### config.mk
export PLATFORM = sky130hd
export DESIGN_NAME = dmrc_core
export DESIGN_NICKNAME = d
export VERILOG_FILES = /design/src/dmrc_pkg.sv /design/src/dmrc_core.sv /design/src/dmrc_fall_latch.sv /design/src/dmrc_refresh_counter.sv
export SDC_FILE = /design/constraint.sdc
export NUM_CORES = 1
export LEC_CHECK = 0
export BUFFER_PORTS_ARGS = -buffer_cell sky130_fd_sc_hd__buf_2
export CAP_MARGIN = 15
export CORE_AREA = 2 2 110 112
export CTS_BUF_LIST = sky130_fd_sc_hd__clkbuf_8
export CTS_CLUSTER_DIAMETER = 120
export DETAILED_ROUTE_END_ITERATION = 8
export DIE_AREA = 0 0 112 114
export PLACE_DENSITY = 0.77
export SLEW_MARGIN = 10
export SYNTH_ARGS = -nofsm -noshare
export SYNTH_HDL_FRONTEND = slang
export SYNTH_SLANG_ARGS = --single-unit
### constraint.sdc
create_clock -name pclk -period 2.96 [get_ports pclk]
set_input_delay 0.148 -clock pclk [delete_from_list [all_inputs] [get_ports pclk]]
set_output_delay 0.148 -clock pclk [all_outputs]
set_load 0.1 [all_outputs]
### src/dmrc_pkg.sv
// constants and types shared by the dram address mux / refresh controller
package dmrc_pkg;

    // clock and timing figures
    localparam int CLK_PERIOD_PS      = 5000;
    localparam int T_ROW_HOLD_NS      = 20;    // row address hold after row strobe
    localparam int T_COL_SETUP_NS     = 10;    // column valid before column strobe
    localparam int T_REF_PULSE_NS     = 80;    // auto refresh row strobe low time
    localparam int T_REF_INTERVAL_NS  = 15600; // auto refresh period
    // least times round up, the interval (a longest time) rounds down
    localparam logic [7:0] ROW_HOLD_CYC =
        8'((T_ROW_HOLD_NS * 1000 + CLK_PERIOD_PS - 1) / CLK_PERIOD_PS);
    localparam logic [7:0] COL_SETUP_CYC =
        8'((T_COL_SETUP_NS * 1000 + CLK_PERIOD_PS - 1) / CLK_PERIOD_PS);
    localparam logic [7:0] REF_PULSE_CYC =
        8'((T_REF_PULSE_NS * 1000 + CLK_PERIOD_PS - 1) / CLK_PERIOD_PS);
    localparam logic [15:0] REF_INTERVAL_CYC =
        16'((T_REF_INTERVAL_NS * 1000) / CLK_PERIOD_PS);

    // widths
    localparam int ADDR_W = 9;
    localparam int BANKS  = 4;

    // register byte offsets
    localparam logic [11:0] CTRL_OFS     = 12'h000;
    localparam logic [11:0] STATUS_OFS   = 12'h004;
    localparam logic [11:0] INTERVAL_OFS = 12'h008;

    // control register fields
    localparam int CTRL_MODE_A_BIT = 0;
    localparam int CTRL_MODE_B_BIT = 1;
    localparam int CTRL_CLEAR_BIT  = 2;
    localparam logic [1:0] CTRL_MODE_RESET = 2'h0;

    // status register fields
    localparam int STAT_COUNT_LSB   = 0;
    localparam int STAT_STATE_LSB   = 12;
    localparam int STAT_PENDING_BIT = 16;

    // operating modes, coded {mode_select_b, mode_select_a}
    typedef enum logic [1:0] {
        MODE_EXT_REF  = 2'b00,
        MODE_AUTO_REF = 2'b01,
        MODE_EXT_ACC  = 2'b10,
        MODE_AUTO_ACC = 2'b11
    } dmrc_mode_t;

    // controller states
    typedef enum logic [2:0] {
        ST_IDLE = 3'b000,
        ST_ROW  = 3'b001,
        ST_COL  = 3'b010,
        ST_REF  = 3'b011
    } dmrc_state_t;

endpackage

### src/dmrc_core.sv
// dram address mux, bank strobe decode and refresh controller with apb
//
// Functional notes
// RULE1: nine-bit refresh counter supplies refresh rows
// RULE2: refresh drives counter onto address outputs
// RULE3: counter advances once per finished refresh
// RULE4: nine muxed addresses, four row strobes
// RULE5: access activates exactly one row strobe
// RULE6: input latches may stay transparent
// RULE7: two mode bits give four modes
// RULE8: latches follow high, capture on fall
// RULE9: chip select blocks access, not refresh
// RULE10: refresh lowers all row strobes, column high
// RULE11: bank code 00..11 maps strobe 0..3
// RULE12: pending refresh wins over new access
//
// Implementation choices: the register addresses and the APB slave port.
`timescale 1ns/1ps
`default_nettype none
module dmrc_core
    import dmrc_pkg::*;
#(
    parameter int AW = ADDR_W
)
(
    // clock and reset
    input  wire logic          pclk,
    input  wire logic          presetn,
    // apb slave
    input  wire logic          psel,
    input  wire logic          penable,
    input  wire logic          pwrite,
    input  wire logic [11:0]   paddr,
    input  wire logic [31:0]   pwdata,
    output logic      [31:0]   prdata,
    output logic               pready,
    output logic               pslverr,
    // processor side
    input  wire logic [AW-1:0] row_address_in,
    input  wire logic [AW-1:0] column_address_in,
    input  wire logic          bank_select_low,
    input  wire logic          bank_select_high,
    input  wire logic          address_latch_strobe,
    input  wire logic          chip_select_n,
    input  wire logic          row_strobe_request_in_n,
    input  wire logic          column_strobe_request_in_n,
    input  wire logic          row_column_select,
    input  wire logic          write_request_in_n,
    // dram side
    output logic      [AW-1:0] muxed_address_out,
    output logic      [3:0]    row_strobe_out_n,
    output logic               column_strobe_out_n,
    output logic               write_enable_out_n
);

    // latched inputs
    logic [AW-1:0] row_q;
    logic [AW-1:0] col_q;
    logic [1:0]    bank_q;
    logic [AW-1:0] ref_count;

    // RULE6: row, column and bank latches
    dmrc_fall_latch #(.W(AW)) u_row_latch (
        .pclk    (pclk),
        .presetn (presetn),
        .strobe  (address_latch_strobe),
        .d       (row_address_in),
        .q       (row_q)
    );

    dmrc_fall_latch #(.W(AW)) u_col_latch (
        .pclk    (pclk),
        .presetn (presetn),
        .strobe  (address_latch_strobe),
        .d       (column_address_in),
        .q       (col_q)
    );

    // RULE11: high select is msb
    dmrc_fall_latch #(.W(2)) u_bank_latch (
        .pclk    (pclk),
        .presetn (presetn),
        .strobe  (address_latch_strobe),
        .d       ({bank_select_high, bank_select_low}),
        .q       (bank_q)
    );

    // state
    dmrc_state_t   state_reg, state_next;
    dmrc_mode_t    mode_reg, mode_next;
    logic [7:0]    timer_reg, timer_next;
    logic [15:0]   interval_reg, interval_next;
    logic [15:0]   ivl_cnt_reg, ivl_cnt_next;
    logic          pending_reg, pending_next;
    logic [AW-1:0] addr_reg, addr_next;
    logic [3:0]    ras_reg, ras_next;
    logic          cas_reg, cas_next;
    logic          we_reg, we_next;
    logic [31:0]   prdata_reg, prdata_next;
    logic          ref_advance;
    logic          ref_start;
    logic          ref_due;
    logic          cnt_clear;
    logic          wr_access;
    logic          addr_ok;
    logic          access_mode;
    logic [3:0]    bank_onehot;

    // refresh counter
    dmrc_refresh_counter #(.W(AW)) u_ref_counter (
        .pclk    (pclk),
        .presetn (presetn),
        .clear   (cnt_clear),
        .advance (ref_advance),
        .count   (ref_count)
    );

    // RULE7: mode decode
    assign access_mode = (mode_reg == MODE_EXT_ACC) ||
                         (mode_reg == MODE_AUTO_ACC);
    // RULE11: binary bank decode
    assign bank_onehot = 4'h1 << bank_q;

    // apb decode; zero wait states
    assign wr_access = psel && penable && pwrite;
    assign addr_ok   = (paddr == CTRL_OFS) || (paddr == STATUS_OFS) ||
                       (paddr == INTERVAL_OFS);
    assign pready    = psel && penable;
    assign pslverr   = psel && penable && !addr_ok;
    assign prdata    = prdata_reg;
    assign cnt_clear = wr_access && (paddr == CTRL_OFS) &&
                       pwdata[CTRL_CLEAR_BIT];

    // register file next values
    always_comb
    begin
        mode_next     = mode_reg;
        interval_next = interval_reg;
        prdata_next   = prdata_reg;
        if (wr_access && paddr == CTRL_OFS)
            mode_next = dmrc_mode_t'({pwdata[CTRL_MODE_B_BIT],
                                      pwdata[CTRL_MODE_A_BIT]});
        if (wr_access && paddr == INTERVAL_OFS && pwdata[15:0] != 16'h0)
            interval_next = pwdata[15:0];
        // read data sampled in the setup phase
        if (psel && !penable && !pwrite)
        begin
            prdata_next = 32'h0;
            case (paddr)
                CTRL_OFS:
                begin
                    prdata_next[CTRL_MODE_B_BIT] = mode_reg[1];
                    prdata_next[CTRL_MODE_A_BIT] = mode_reg[0];
                end
                STATUS_OFS:
                begin
                    prdata_next[STAT_COUNT_LSB +: AW]  = ref_count;
                    prdata_next[STAT_STATE_LSB +: 3]   = state_reg;
                    prdata_next[STAT_PENDING_BIT]      = pending_reg;
                end
                INTERVAL_OFS: prdata_next[15:0] = interval_reg;
                default:      prdata_next = 32'h0;
            endcase
        end
    end

    // refresh interval timer
    always_comb
    begin
        ref_due      = 1'b0;
        ivl_cnt_next = ivl_cnt_reg + 16'h1;
        if (ivl_cnt_reg >= interval_reg - 16'h1)
        begin
            ivl_cnt_next = 16'h0;
            ref_due      = (mode_reg != MODE_EXT_REF);
        end
        // set wins over the clear taken by a starting refresh
        pending_next = (pending_reg && !ref_start) || ref_due;
    end

    // sequencer next state
    always_comb
    begin
        state_next  = state_reg;
        timer_next  = timer_reg;
        ref_start   = 1'b0;
        ref_advance = 1'b0;
        case (state_reg)
            ST_IDLE:
            begin
                timer_next = 8'h0;
                if (mode_reg == MODE_EXT_REF)
                begin
                    // RULE9: refresh ignores chip select
                    if (!row_strobe_request_in_n)
                    begin
                        state_next = ST_REF;
                        ref_start  = 1'b1;
                    end
                end
                // RULE12: refresh before access
                else if (pending_reg)
                begin
                    state_next = ST_REF;
                    ref_start  = 1'b1;
                end
                // RULE9: chip select gates access
                else if (access_mode && !chip_select_n &&
                         !row_strobe_request_in_n)
                    state_next = ST_ROW;
            end
            ST_REF:
            begin
                timer_next = timer_reg + 8'h1;
                // RULE3: advance on completion
                if (mode_reg == MODE_EXT_REF)
                begin
                    if (row_strobe_request_in_n)
                    begin
                        state_next  = ST_IDLE;
                        ref_advance = 1'b1;
                    end
                end
                else if (timer_reg >= REF_PULSE_CYC - 8'h1)
                begin
                    state_next  = ST_IDLE;
                    ref_advance = 1'b1;
                end
            end
            ST_ROW:
            begin
                timer_next = timer_reg + 8'h1;
                if (row_strobe_request_in_n)
                    state_next = ST_IDLE;
                else if (mode_reg == MODE_EXT_ACC ? !row_column_select :
                         timer_reg >= ROW_HOLD_CYC - 8'h1)
                begin
                    state_next = ST_COL;
                    timer_next = 8'h0;
                end
            end
            ST_COL:
            begin
                if (timer_reg != 8'hff)
                    timer_next = timer_reg + 8'h1;
                if (row_strobe_request_in_n)
                    state_next = ST_IDLE;
            end
            default: state_next = ST_IDLE;
        endcase
    end

    // dram outputs from the next state
    always_comb
    begin
        we_next  = write_request_in_n;
        cas_next = 1'b1;
        ras_next = 4'hf;
        addr_next = row_q;
        case (state_next)
            // RULE2: counter on address outputs
            ST_REF:
            begin
                addr_next = ref_count;
                // RULE10: all row strobes low
                ras_next  = 4'h0;
            end
            // RULE5: only selected strobe low
            ST_ROW: ras_next = ~bank_onehot;
            ST_COL:
            begin
                // RULE4: column latch to outputs
                addr_next = col_q;
                ras_next  = ~bank_onehot;
                if (mode_reg == MODE_EXT_ACC)
                    cas_next = column_strobe_request_in_n;
                else
                    cas_next = !(timer_next >= COL_SETUP_CYC);
            end
            default: ras_next = 4'hf;
        endcase
    end

    // all registers
    always_ff @(posedge pclk or negedge presetn)
    begin
        if (!presetn)
        begin
            state_reg    <= ST_IDLE;
            mode_reg     <= dmrc_mode_t'(CTRL_MODE_RESET);
            timer_reg    <= 8'h0;
            interval_reg <= REF_INTERVAL_CYC;
            ivl_cnt_reg  <= 16'h0;
            pending_reg  <= 1'b0;
            addr_reg     <= '0;
            ras_reg      <= 4'hf;
            cas_reg      <= 1'b1;
            we_reg       <= 1'b1;
            prdata_reg   <= 32'h0;
        end
        else
        begin
            state_reg    <= state_next;
            mode_reg     <= mode_next;
            timer_reg    <= timer_next;
            interval_reg <= interval_next;
            ivl_cnt_reg  <= ivl_cnt_next;
            pending_reg  <= pending_next;
            addr_reg     <= addr_next;
            ras_reg      <= ras_next;
            cas_reg      <= cas_next;
            we_reg       <= we_next;
            prdata_reg   <= prdata_next;
        end
    end

    assign muxed_address_out   = addr_reg;
    assign row_strobe_out_n    = ras_reg;
    assign column_strobe_out_n = cas_reg;
    assign write_enable_out_n  = we_reg;

    a_ref_address: assert property (  // RULE2
        @(posedge pclk) disable iff (!presetn)
        (state_reg == ST_REF) |-> (muxed_address_out == ref_count))
        else $error("refresh row not on address outputs");

    a_ref_strobes: assert property (  // RULE10
        @(posedge pclk) disable iff (!presetn)
        (state_reg == ST_REF) |-> (row_strobe_out_n == 4'h0 &&
                                   column_strobe_out_n))
        else $error("refresh strobes wrong");

    a_one_bank: assert property (  // RULE5
        @(posedge pclk) disable iff (!presetn)
        (state_reg == ST_ROW || state_reg == ST_COL) |->
            $onehot(~row_strobe_out_n))
        else $error("access strobe not one-hot");

    a_bank_map: assert property (  // RULE11
        @(posedge pclk) disable iff (!presetn)
        (state_reg == ST_ROW && $stable(bank_q)) |->
            (row_strobe_out_n == ~(4'h1 << bank_q)))
        else $error("bank select mapped to wrong strobe");

    a_cs_blocks: assert property (  // RULE9
        @(posedge pclk) disable iff (!presetn)
        (state_reg == ST_IDLE && chip_select_n) |=> (state_reg != ST_ROW))
        else $error("access started with chip select high");

    a_ref_first: assert property (  // RULE12
        @(posedge pclk) disable iff (!presetn)
        (state_reg == ST_IDLE && pending_reg && access_mode) |=>
            (state_reg == ST_REF))
        else $error("access taken ahead of pending refresh");

    a_row_hold: assert property (  // RULE4
        @(posedge pclk) disable iff (!presetn)
        (state_reg == ST_ROW && mode_reg == MODE_AUTO_ACC &&
         timer_reg == ROW_HOLD_CYC - 8'h1 && !row_strobe_request_in_n)
        |=> (state_reg == ST_COL) ##0 (muxed_address_out == $past(col_q)))
        else $error("column not switched after row hold");

    a_auto_ref_len: assert property (  // RULE3
        @(posedge pclk) disable iff (!presetn)
        (state_reg == ST_REF && mode_reg == MODE_AUTO_REF &&
         $stable(mode_reg)) |-> (timer_reg < REF_PULSE_CYC))
        else $error("auto refresh overran its pulse");

endmodule // dmrc_core
`default_nettype wire

### src/dmrc_fall_latch.sv
// fall-through input latch, transparent while its strobe is high
`timescale 1ns/1ps
`default_nettype none
module dmrc_fall_latch
    import dmrc_pkg::*;
#(
    parameter int W = 9
)
(
    // clock and reset
    input  wire logic         pclk,
    input  wire logic         presetn,
    // latch control and data
    input  wire logic         strobe,
    input  wire logic [W-1:0] d,
    output logic      [W-1:0] q
);

    logic [W-1:0] held_reg;
    logic [W-1:0] held_next;

    // RULE8: follow while high
    always_comb
    begin
        held_next = strobe ? d : held_reg;
    end

    always_ff @(posedge pclk or negedge presetn)
    begin
        if (!presetn)
            held_reg <= '0;
        else
            held_reg <= held_next;
    end

    // RULE6: transparent pass
    assign q = strobe ? d : held_reg;

    a_latch_holds: assert property (  // RULE8
        @(posedge pclk) disable iff (!presetn)
        (!strobe && $past(!strobe)) |-> (q == $past(q)))
        else $error("latch output moved while closed");

endmodule // dmrc_fall_latch
`default_nettype wire

### src/dmrc_refresh_counter.sv
// refresh row counter, advanced once per finished refresh
`timescale 1ns/1ps
`default_nettype none
module dmrc_refresh_counter
    import dmrc_pkg::*;
#(
    parameter int W = 9
)
(
    // clock and reset
    input  wire logic         pclk,
    input  wire logic         presetn,
    // control
    input  wire logic         clear,
    input  wire logic         advance,
    // current row
    output logic      [W-1:0] count
);

    logic [W-1:0] count_reg;
    logic [W-1:0] count_next;

    // RULE1: row counter
    always_comb
    begin
        if (clear)
            count_next = '0;
        else if (advance)
            count_next = count_reg + W'(1);
        else
            count_next = count_reg;
    end

    always_ff @(posedge pclk or negedge presetn)
    begin
        if (!presetn)
            count_reg <= '0;
        else
            count_reg <= count_next;
    end

    assign count = count_reg;

    a_count_step: assert property (  // RULE3
        @(posedge pclk) disable iff (!presetn)
        (advance && !clear) |=> (count == $past(count) + W'(1)))
        else $error("refresh counter did not step by one");

    a_count_still: assert property (  // RULE3
        @(posedge pclk) disable iff (!presetn)
        (!advance && !clear) |=> (count == $past(count)))
        else $error("refresh counter moved without a refresh");

endmodule // dmrc_refresh_counter
`default_nettype wire

==> reports/summary.txt, run 1 <==
pre-CTS WS: -0.0679 ns
CP Cell Sequence: or4_4 > or3_4 > nor4_4 > xnor2_1 > ha_1 > a21o_1 > a221oi_2 > o21ai_2 > buf_6 > nor2_2
mux contribution to synthesized area: 8.44%
row count: 40
clk root buf: clkbuf_8
total track usage: 22.0%
CP max FO: 8
syn_area_per_cell: 10.2 um^2
Initial Util: 49.4%
cell count after synthesis: 568
port bufs: 92
DRT Pass-1 Iters: 4
Clk pwr share: 28.6%
chip height: 114 um
Final Util: 59.7%
Max-Cap Viols: 0
placed cell area: 6370 um^2
complex-gate fraction of the synthesized area: 11.5%
internal power: 2.17 mW
Routed Wire Length: 13700 um
nets: 787
core box area: 11700 um^2
sequential share of the synthesized area: 46.5%
Unique masters post-synth: 68
crit path to: ivl_cnt_reg[13]$_DFF_PN0_
endpoints failing hold: 0
grt total ovfl: 0
Synth Area in Simple Gates: 18.4%
Worst setup EP type: flop
CP startpoint: interval_reg[7]$_DFFE_PN0P_
Filler Cell Count: 972
ys async rst share: 100%
reg2reg setup slack: 0.05 ns
layout cells sized above 1: 28.3%
WP depth: 10
Buf/Inv on CP: 1
sequential share of power: 47.3%
logic gate share of total power: 24.1%
CTS sink count: 107
Die ar.: 12800 um^2
Psw: 1.30 mW
Post-synth EDFFs: 0
Vias/cell: 5.57
critical path required time: 3.28 ns
antenna fix cells: 0
Die W: 112 um
I/O Pins: 124
setup ws final: 0.0537 ns
RSZ-0062 raised after global routing: yes
Worst Setup Start Kind: flop
R2R cell count: 10
Power Dens Cells: 497 nW/um^2
adder-cell share of the synthesized area: 4.33%
WHS: 0.0143 ns
Slew headroom: 51.0%
number of antenna violations at the first check in global routing: 0
slowest CP cell: or4_4
Final Skew: 0.0151 ns
delay-heaviest family, CP: simple AND/OR/NAND/NOR gates
Worst Path Class, Setup: flop to flop
Bufs on Longest Clock Path: 2
post-layout min period: 2.91 ns
Worst Tran Pin Value: 0.733 ns
Post-Syn Area: 5780 um^2
status: completed
Hold Crit Class: input port to flop
Net Sw Frac: 37.5%
gpl congestion: 0.896
fmax: 0.344 GHz
Critical Path Max Stage Delay: 0.54 ns
first-pass GRT wire length: 22700 um
DRT iter0 DRCs: 353
final slew viol count: 0
Yosys reg bits: 107
R2R Path Start: interval_reg[7]$_DFFE_PN0P_
CTS Buf Count: 9
commonest register cell after synthesis: dfrtp_1
dpl hpwl: 9790 um
post-route cell area: 6990 um^2
total power draw: 3.48 mW
final setup violating endpoints: 0
Area Growth Syn to Fin: 21.0%
Worst IR Drop VDD: 0.535 mV
clk slew on worst S/H paths: 0.10 ns
antenna viol nets, final: 0
WP data arrival: 3.23 ns
Crit Reg-Reg Endpoint: ivl_cnt_reg[13]$_DFF_PN0_
largest net degree at the start of global routing: 89
Clk Latency, worst-skew pair: 0.40 ns
largest family of logic cells by synthesized area: simple AND/OR/NAND/NOR gates
yosys warns: 0
Final Cycle Share: 98.2%
max reg flops: 17
Leak: 3.44 nW
drt wl/cell: 16.3 um
drc violations: 0
routed vias: 4701
CTS tree: built
vias in the first global route: 4765
Post-Synth XOR/XNOR Area: 5.30%
H-tree depth: 3
==> cell usage after synthesis (15+ instances only) <==
cell type	count	area (um^2)
nand2_1	47	176
nand3_1	18	90.1
xnor2_1	17	149
xor2_1	18	158
a21oi_1	20	100
buf_4	17	128
dfrtp_1	97	2430
nor2_1	71	267
o21ai_0	15	75.1
inv_1	19	71.3
ha_1	20	250
mux2i_1	15	150
mux2_2	18	203
==> power groups by stage <==
stage,Clock (mW),Sequential (mW),Combinational [mW]
after floorplan,0,2.00,0.302
after global placement,0,1.66,0.793
after detailed placement,0,1.67,0.805
after CTS,1.02,1.64,0.835
after global routing,1.07,1.65,0.885
final,0.994,1.64,0.839
==> cell usage in the layout, fill, tap and decap left out, types with 6 or more instances in the layout <==
cell	n
a221oi_1	10
nand2_1	47
dfrtp_1	97
and3_1	8
o31ai_1	6
clkbuf_8	9
nor2_1	62
conb_1	16
nor4_1	9
mux2i_1	15
buf_4	16
nor2b_1	8
inv_1	19
mux2_2	18
nand3_1	18
xor2_1	18
dlygate4sd3_1	27
a21oi_1	19
buf_2	91
o211ai_1	11
o21ai_0	15
nand4_1	6
dfstp_2	10
nand2b_1	12
xnor2_1	17
ha_1	20
mux2_4	9
==> area by class of cell <==
cell class,count,area [um^2],area share (%)
multi-input combinational,418,2930,41.8
sequential,107,2690,38.5
timing repair buffer,137,896,12.8
tap,147,184,2.63
clock buffer,9,124,1.77
clock inverter,7,103,1.47
inverter,19,71.3,1.02
==> metrics by stage <==
step | std cells | setup TNS (ns)
floorplan | 583 | 0
global placement | 799 | 0
detailed placement | 799 | -0.348
CTS | 842 | 0
global route | 844 | -1.27
finish | 844 | 0
==> metal layers <==
layer,wire [um],GRT usage [%],vias to the layer above
li1,-,-,2220
met1,6000,28.3,2314
met2,6710,37.3,146
met3,792,5.42,21
met4,236,6.42,0
met5,0,0,-
==> how the worst min path moves through the flow <==
| stage | from | to | depth (start not counted) |
|---|---|---|---|
| after floorplan | presetn | interval_reg[0]$_DFFE_PN0P_ | 0 |
| after global placement | write_request_in_n | write_enable_out_n$_DFF_PN1_ | 1 |
| after detailed placement | write_request_in_n | write_enable_out_n$_DFF_PN1_ | 1 |
| after CTS | pwdata[12] | interval_reg[12]$_DFFE_PN0P_ | 2 |
| after global routing | pwdata[7] | interval_reg[7]$_DFFE_PN0P_ | 2 |
| final | pwdata[12] | interval_reg[12]$_DFFE_PN0P_ | 2 |
==> cells by family after synthesis <==
logic type      after synthesis
simple gates                212
fa+ha+maj                    20
mux                          42
xor+xnor                     35
other cells                   1
flops                       107
compound gates               93
buf+inv                      58
==> what timing repair did <==
action,CTS,global route
hold buffers,27,0
buffers inserted,0,1
setup endpoints to repair,17,17
resized for setup,2,21
pin swaps,0,12
endpoints found under the hold margin,62,0
Note: power is estimated with default switching activity, not from simulation.
==> run 2: changes to the inputs <==
==> constraint.sdc (replaced) <==
create_clock -name pclk -period 2.96 [get_ports pclk]
set_input_delay 0.444 -clock pclk [delete_from_list [all_inputs] [get_ports pclk]]
set_output_delay 0.444 -clock pclk [all_outputs]
set_load 0.1 [all_outputs]
==> run 2 against run 1 <==
Worst hold slack better by 0.042 ns. Final cell count down 3.2%. First-iteration DRC count down 7.6%. Largest power group unchanged.
==> reports/summary.txt, run 2 (synthesized netlist as in run 1, its figures left out) <==
most frequent cells in the layout: dfrtp_1 (97), buf_2 (91), nor2_1 (62)
Setup Fix Bufs, Post-CTS: 0 (unchanged)
port bufs: 92 (unchanged)
post-layout min period: 2.83 ns (-0.0717 ns)
DRT iter0 DRCs: 326 (-7.6%)
grt total ovfl: 0 (unchanged)
Critical Path Max Stage Delay: 0.55 ns (about the same)
total track usage: 21.5% (-0.55 points)
clk slew on worst S/H paths: 0.12 ns (+0.02 ns)
Area Growth Syn to Fin: 15.3%
Vias/cell: 5.54 (-0.50%)
commonest non-fill, non-tap cell in the layout: dfrtp_1
final slew viol count: 0 (unchanged)
max reg flops: 17 (unchanged)
Bufs on Longest Clock Path: 2 (unchanged)
gpl congestion: 0.877 (-2.1%)
fmax: 0.353 GHz (+2.5%)
Clk Latency, worst-skew pair: 0.40 ns (about the same)
Final Skew: 0.0211 ns (+0.00597 ns)
antenna fix cells: 0 (unchanged)
status: completed
nets: 760 (-3.4%)
row count: 40 (unchanged)
WP data arrival: 3.17 ns (-0.06 ns)
CP max FO: 8 (unchanged)
H-tree depth: 3 (unchanged)
Filler Cell Count: 1054 (+8.4%)
Die ar.: 12800 um^2 (unchanged)
placed insts: 801 (+0.25%)
drt wl/cell: 16.2 um (-0.54%)
Worst Tran Pin Value: 0.690 ns (-0.0433 ns)
first-pass GRT wire length: 21800 um (-4.2%)
final setup violating endpoints: 0 (unchanged)
slowest CP cell: or4_4
routed vias: 4528 (-3.7%)
RSZ-0062 raised after global routing: yes
clk root buf: clkbuf_8
I/O Pins: 124 (unchanged)
Final Util: 56.9% (-2.8 points)
CTS tree: built
Leak: 3.31 nW (-3.8%)
Worst setup EP type: flop
Slew headroom: 53.9% (+2.9 points)
Power Dens Cells: 504 nW/um^2 (+1.3%)
CTS sink count: 107 (unchanged)
layout cells sized above 1: 29.4% (+1.1 points)
Die W: 112 um (unchanged)
delay-heaviest family, CP: simple AND/OR/NAND/NOR gates
chip height: 114 um (unchanged)
Worst IR Drop VDD: 0.568 mV (+6.0%)
CTS Buf Count: 9 (unchanged)
critical path required time: 3.29 ns (about the same)
antenna viol nets, final: 0 (unchanged)
drc violations: 0 (unchanged)
CP Cell Sequence: or4_4 > or3_4 > nor4_4 > xnor2_1 > ha_1 > a21o_1 > a221oi_2 > o21ai_2 > buf_6 > nor2_2
endpoints failing hold: 0 (unchanged)
dpl hpwl: 9930 um (+1.4%)
Initial Util: 49.4% (unchanged)
Buf/Inv on CP: 1 (unchanged)
Routed Wire Length: 13200 um (-3.7%)
core box area: 11700 um^2 (unchanged)
Hold Crit Class: input port to asynchronous set/reset pin
Max-Cap Viols: 0 (unchanged)
Final Cycle Share: 95.8% (-2.4 points)
vias in the first global route: 4426 (-7.1%)
number of antenna violations at the first check in global routing: 0 (unchanged)
Worst Path Class, Setup: flop to flop
Final Non-Filler Cells: 817 (-3.2%)
largest net degree at the start of global routing: 63 (-29%)
Worst Setup Start Kind: flop
DRT Pass-1 Iters: 4 (unchanged)
run 2: cell count changes in the layout (fill, tap and decap cells not counted), moves of 2 or more:
cell,before,now
dlygate4sd3_1,27,0
nor2_2,5,9
inv_6,1,3
nor2_4,5,1
run 2: timing repair:
action,CTS,global route
endpoints found under the setup margin,17,17
pin swaps,6,8
gates resized for setup,8,10
endpoints found under the hold margin,0,0
hold buffers,0,0
run 2: worst paths after layout:
path / start / end / slack (ns) / cells past startpoint
worst max-delay path: interval_reg[7]$_DFFE_PN0P_ / ivl_cnt_reg[7]$_DFF_PN0_ / 0.13 / 10
worst min-delay path: presetn / state_reg[2]$_DFF_PN0_ / 0.06 / 1
worst max register to register: interval_reg[7]$_DFFE_PN0P_ / ivl_cnt_reg[7]$_DFF_PN0_ / 0.13 / 10
worst min register to register: prdata[15]$_DFFE_PN0P_ / prdata[15]$_DFFE_PN0P_ / 0.48 / 2
max in group asynchronous: presetn / interval_reg[10]$_DFFE_PN1P_ / 2.13 / 2
min in group pclk: write_request_in_n / write_enable_out_n$_DFF_PN1_ / 0.13 / 1
run 2: per-layer routing:
layer / wire length, um / track usage, %
met5: 0 / 0
met4: 324 / 6.50
met3: 769 / 5.47
met2: 6300 / 35.8
met1: 5840 / 27.9
run 2: layout make-up:
type                    instances  area [um^2]  area share [%]
clock inverters                 7         75.1            1.13
inverters                      19         71.3            1.07
flip-flops and latches        107         2690            40.4
repair buffers                110          618            9.27
well taps                     147          184            2.76
multi-input cells             418         2900            43.6
clock buffers                   9          124            1.86
run 2: per-stage QoR:
stage               hold WS, ns  area (um^2)  setup TNS (ns)  total power [mW]  setup slack (ns)
floorplan                 0.148         5850               0              2.30            0.0117
global placement          0.448         6400         -0.0283              2.46           -0.0188
detailed placement        0.456         6400           -1.64              2.48            -0.118
CTS                      0.0637         6640               0              3.39           0.00107
global route             0.0850         6670         -0.0402              3.51          -0.00799
finish                   0.0568         6670               0              3.36             0.125
run 2: where the power goes:
group | switching [mW] | internal (mW) | total (mW) | leakage (nW)
logic | 0.644 | 0.163 | 0.807 | 1.85
clock network | 0.576 | 0.334 | 0.910 | 0.102
registers | 0.0792 | 1.56 | 1.64 | 1.36
total | 1.30 | 2.06 | 3.36 | 3.31
==> run 3: changes to the inputs <==
- CORE_AREA: 2 2 110 112 -> 2 2 104 106
- DIE_AREA: 0 0 112 114 -> 0 0 106 108
- PLACE_DENSITY: 0.77 -> 0.82
- clock period: 2.96 -> 3.1 ns (I/O delays scaled with it)
==> run 3 against run 2 <==
The run now ends with negative setup slack left. Critical path depth is the same. Combinational power shrank 4.0%. Count of clock-buffer cells in the layout grew 1. Total power shrank 5.2%. Final cell count shrank 1.2%. Clock power shrank 7.7%. Non-clock buffer count is the same. Routed wire length grew 5.4%. Critical path type unchanged. Maximum frequency shrank 8.9%. Setup slack lost 0.14 ns.
==> reports/summary.txt, run 3 (synthesized netlist as in run 1, its figures left out) <==
status: finished with violations
failing checks: negative setup slack
total power draw: 3.18 mW (-5.2%)
antenna viol nets, final: 0 (unchanged)
Power Dens Cells: 477 nW/um^2 (-5.4%)
CP max FO: 5 (-3)
largest net degree at the start of global routing: 56 (-11%)
DRT iter0 DRCs: 262 (-20%)
drc violations: 0 (unchanged)
layout cells sized above 1: 29.1% (-0.30 points)
Die ar.: 11400 um^2 (-10%)
Hold Crit Class: input port to asynchronous set/reset pin
drt wl/cell: 17.3 um (+6.7%)
CTS Buf Count: 9 (unchanged)
gpl congestion: 0.872 (-0.62%)
Leak: 3.31 nW (about the same)
met2 WL: 6930 um (+10%)
endpoints failing hold: 0 (unchanged)
CP Cell Sequence: or4_4 > or3_4 > nor4_4 > xnor2_1 > ha_1 > a21o_1 > a221oi_4 > o21ai_4 > buf_6 > nor2_1
R2R cell count: 10 (unchanged)
final slew viol count: 0 (unchanged)
Final Cycle Share: 100% (+4.6 points)
Clk Latency, worst-skew pair: 0.39 ns (about the same)
slowest CP cell: or4_4
Die W: 106 um (-5.4%)
row count: 37 (-7.5%)
grt total ovfl: 0 (unchanged)
core box area: 10200 um^2 (-13%)
Buf/Inv on CP: 1 (unchanged)
clk slew on worst S/H paths: 0.10 ns (-0.02 ns)
Final Skew: 0.0106 ns (-0.0105 ns)
metal3 WL: 979 um (+27%)
CTS sink count: 107 (unchanged)
Crit Reg-Reg Endpoint: ivl_cnt_reg[8]$_DFF_PN0_
critical path required time: 3.41 ns (+0.12 ns)
routed vias: 4662 (+3.0%)
Initial Util: 56.5% (+7.1 points)
post-layout min period: 3.11 ns (+0.275 ns)
Worst Setup Start Kind: flop
Slew headroom: 54.5% (+0.55 points)
CTS Hold Bufs: 0 (unchanged)
nets: 760 (unchanged)
Worst IR Drop VDD: 0.366 mV (-36%)
first-pass GRT wire length: 22100 um (+1.6%)
Area Growth Syn to Fin: 15.5%
chip height: 108 um (-5.3%)
final setup violating endpoints: 1 (+1)
M1 WL: 5690 um (-2.6%)
Vias/cell: 5.78 (+4.2%)
CTS tree: built
most frequent cells in the layout: dfrtp_1 (97), buf_2 (91), nor2_1 (69)
Max-Cap Viols: 0 (unchanged)
Final Util: 65.3% (+8.3 points)
WHS: 0.110 ns (+0.0528 ns)
vias in the first global route: 4547 (+2.7%)
Worst Tran Pin Value: 0.683 ns (-0.00677 ns)
port bufs: 92 (unchanged)
dpl hpwl: 10000 um (+1.0%)
crit path to: ivl_cnt_reg[8]$_DFF_PN0_
Critical Path Max Stage Delay: 0.57 ns (+0.02 ns)
total track usage: 24.5% (+3.0 points)
DR top layer: met4
R2R Path Start: interval_reg[6]$_DFFE_PN0P_
number of antenna violations at the first check in global routing: 1 (+1)
Worst setup EP type: flop
I/O Pins: 124 (unchanged)
WP data arrival: 3.42 ns (+0.25 ns)
DRT Pass-1 Iters: 5 (+1)
Bufs on Longest Clock Path: 2 (unchanged)
WP depth: 10 (unchanged)
H-tree depth: 3 (unchanged)
max reg flops: 17 (unchanged)
commonest non-fill, non-tap cell in the layout: dfrtp_1
setup ws final: -0.00983 ns (-0.135 ns)
fmax: 0.322 GHz (-8.9%)
Routed Wire Length: 14000 um (+5.4%)
clk root buf: clkbuf_8
RSZ-0062 raised after global routing: yes
reg2reg setup slack: -0.01 ns (-0.14 ns)
CP startpoint: interval_reg[6]$_DFFE_PN0P_
Worst Path Class, Setup: flop to flop
delay-heaviest family, CP: simple AND/OR/NAND/NOR gates
-- run 3: cell count changes in the layout (fill, tap and decap cells not counted), sizes merged --
cell	delta
clkbuf	+1
diode	+1
clkinv	-2
clkinvlp	+1
-- run 3: layout make-up --
type | instances | area (um^2)
fill | 799 | 3550
multi-input combinational | 418 | 2930
sequential | 107 | 2690
timing repair buffer | 110 | 626
tap | 136 | 170
clock buffer | 10 | 138
inverter | 19 | 71.3
clock inverter | 6 | 53.8
antenna | 1 | 2.50
-- run 3: metrics by stage --
stage | cell area (um^2) | cells | setup slack [ns] | setup TNS (ns)
finish | 6680 | 807 | -0.00983 | -0.00983
CTS | 6570 | 804 | 0.0214 | 0
global route | 6680 | 807 | -0.115 | -1.66
detailed placement | 6360 | 788 | -0.0699 | -0.831
floorplan | 5840 | 583 | 0.0989 | 0
global placement | 6360 | 788 | 0.0480 | 0
-- run 3: metal layers --
layer,up-vias,track usage (%)
met5,-,0
met4,0,9.21
met3,35,5.36
met2,191,40.5
met1,2274,31.9
li1,2162,-
-- run 3: what timing repair did --
item	in CTS	in global routing
buffers inserted	0	2
pin swaps	0	9
hold endpoints to repair	0	0
setup endpoints to repair	16	17
resized for setup	2	19
-- run 3: power breakdown --
group	internal [mW]	leakage [nW]	switching [mW]
registers	1.49	1.36	0.0749
clock network	0.330	0.0958	0.510
logic	0.156	1.86	0.619
total	1.98	3.31	1.20
-- run 3: worst min-delay path by stage --
stage                                      startpoint                                  to  slack [ns]  cells past startpoint
floorplan                                     presetn         interval_reg[0]$_DFFE_PN0P_        0.17                      0
global placement               prdata[15]$_DFFE_PN0P_              prdata[15]$_DFFE_PN0P_        0.45                      2
detailed placement  u_row_latch.held_reg[6]$_DFF_PN0_   u_row_latch.held_reg[6]$_DFF_PN0_        0.47                      2
CTS                                           presetn  u_ref_counter.count[6]$_DFFE_PN0P_        0.13                      1
global route                                  presetn           ivl_cnt_reg[13]$_DFF_PN0_        0.16                      1
finish                                        presetn           ivl_cnt_reg[13]$_DFF_PN0_        0.11                      1
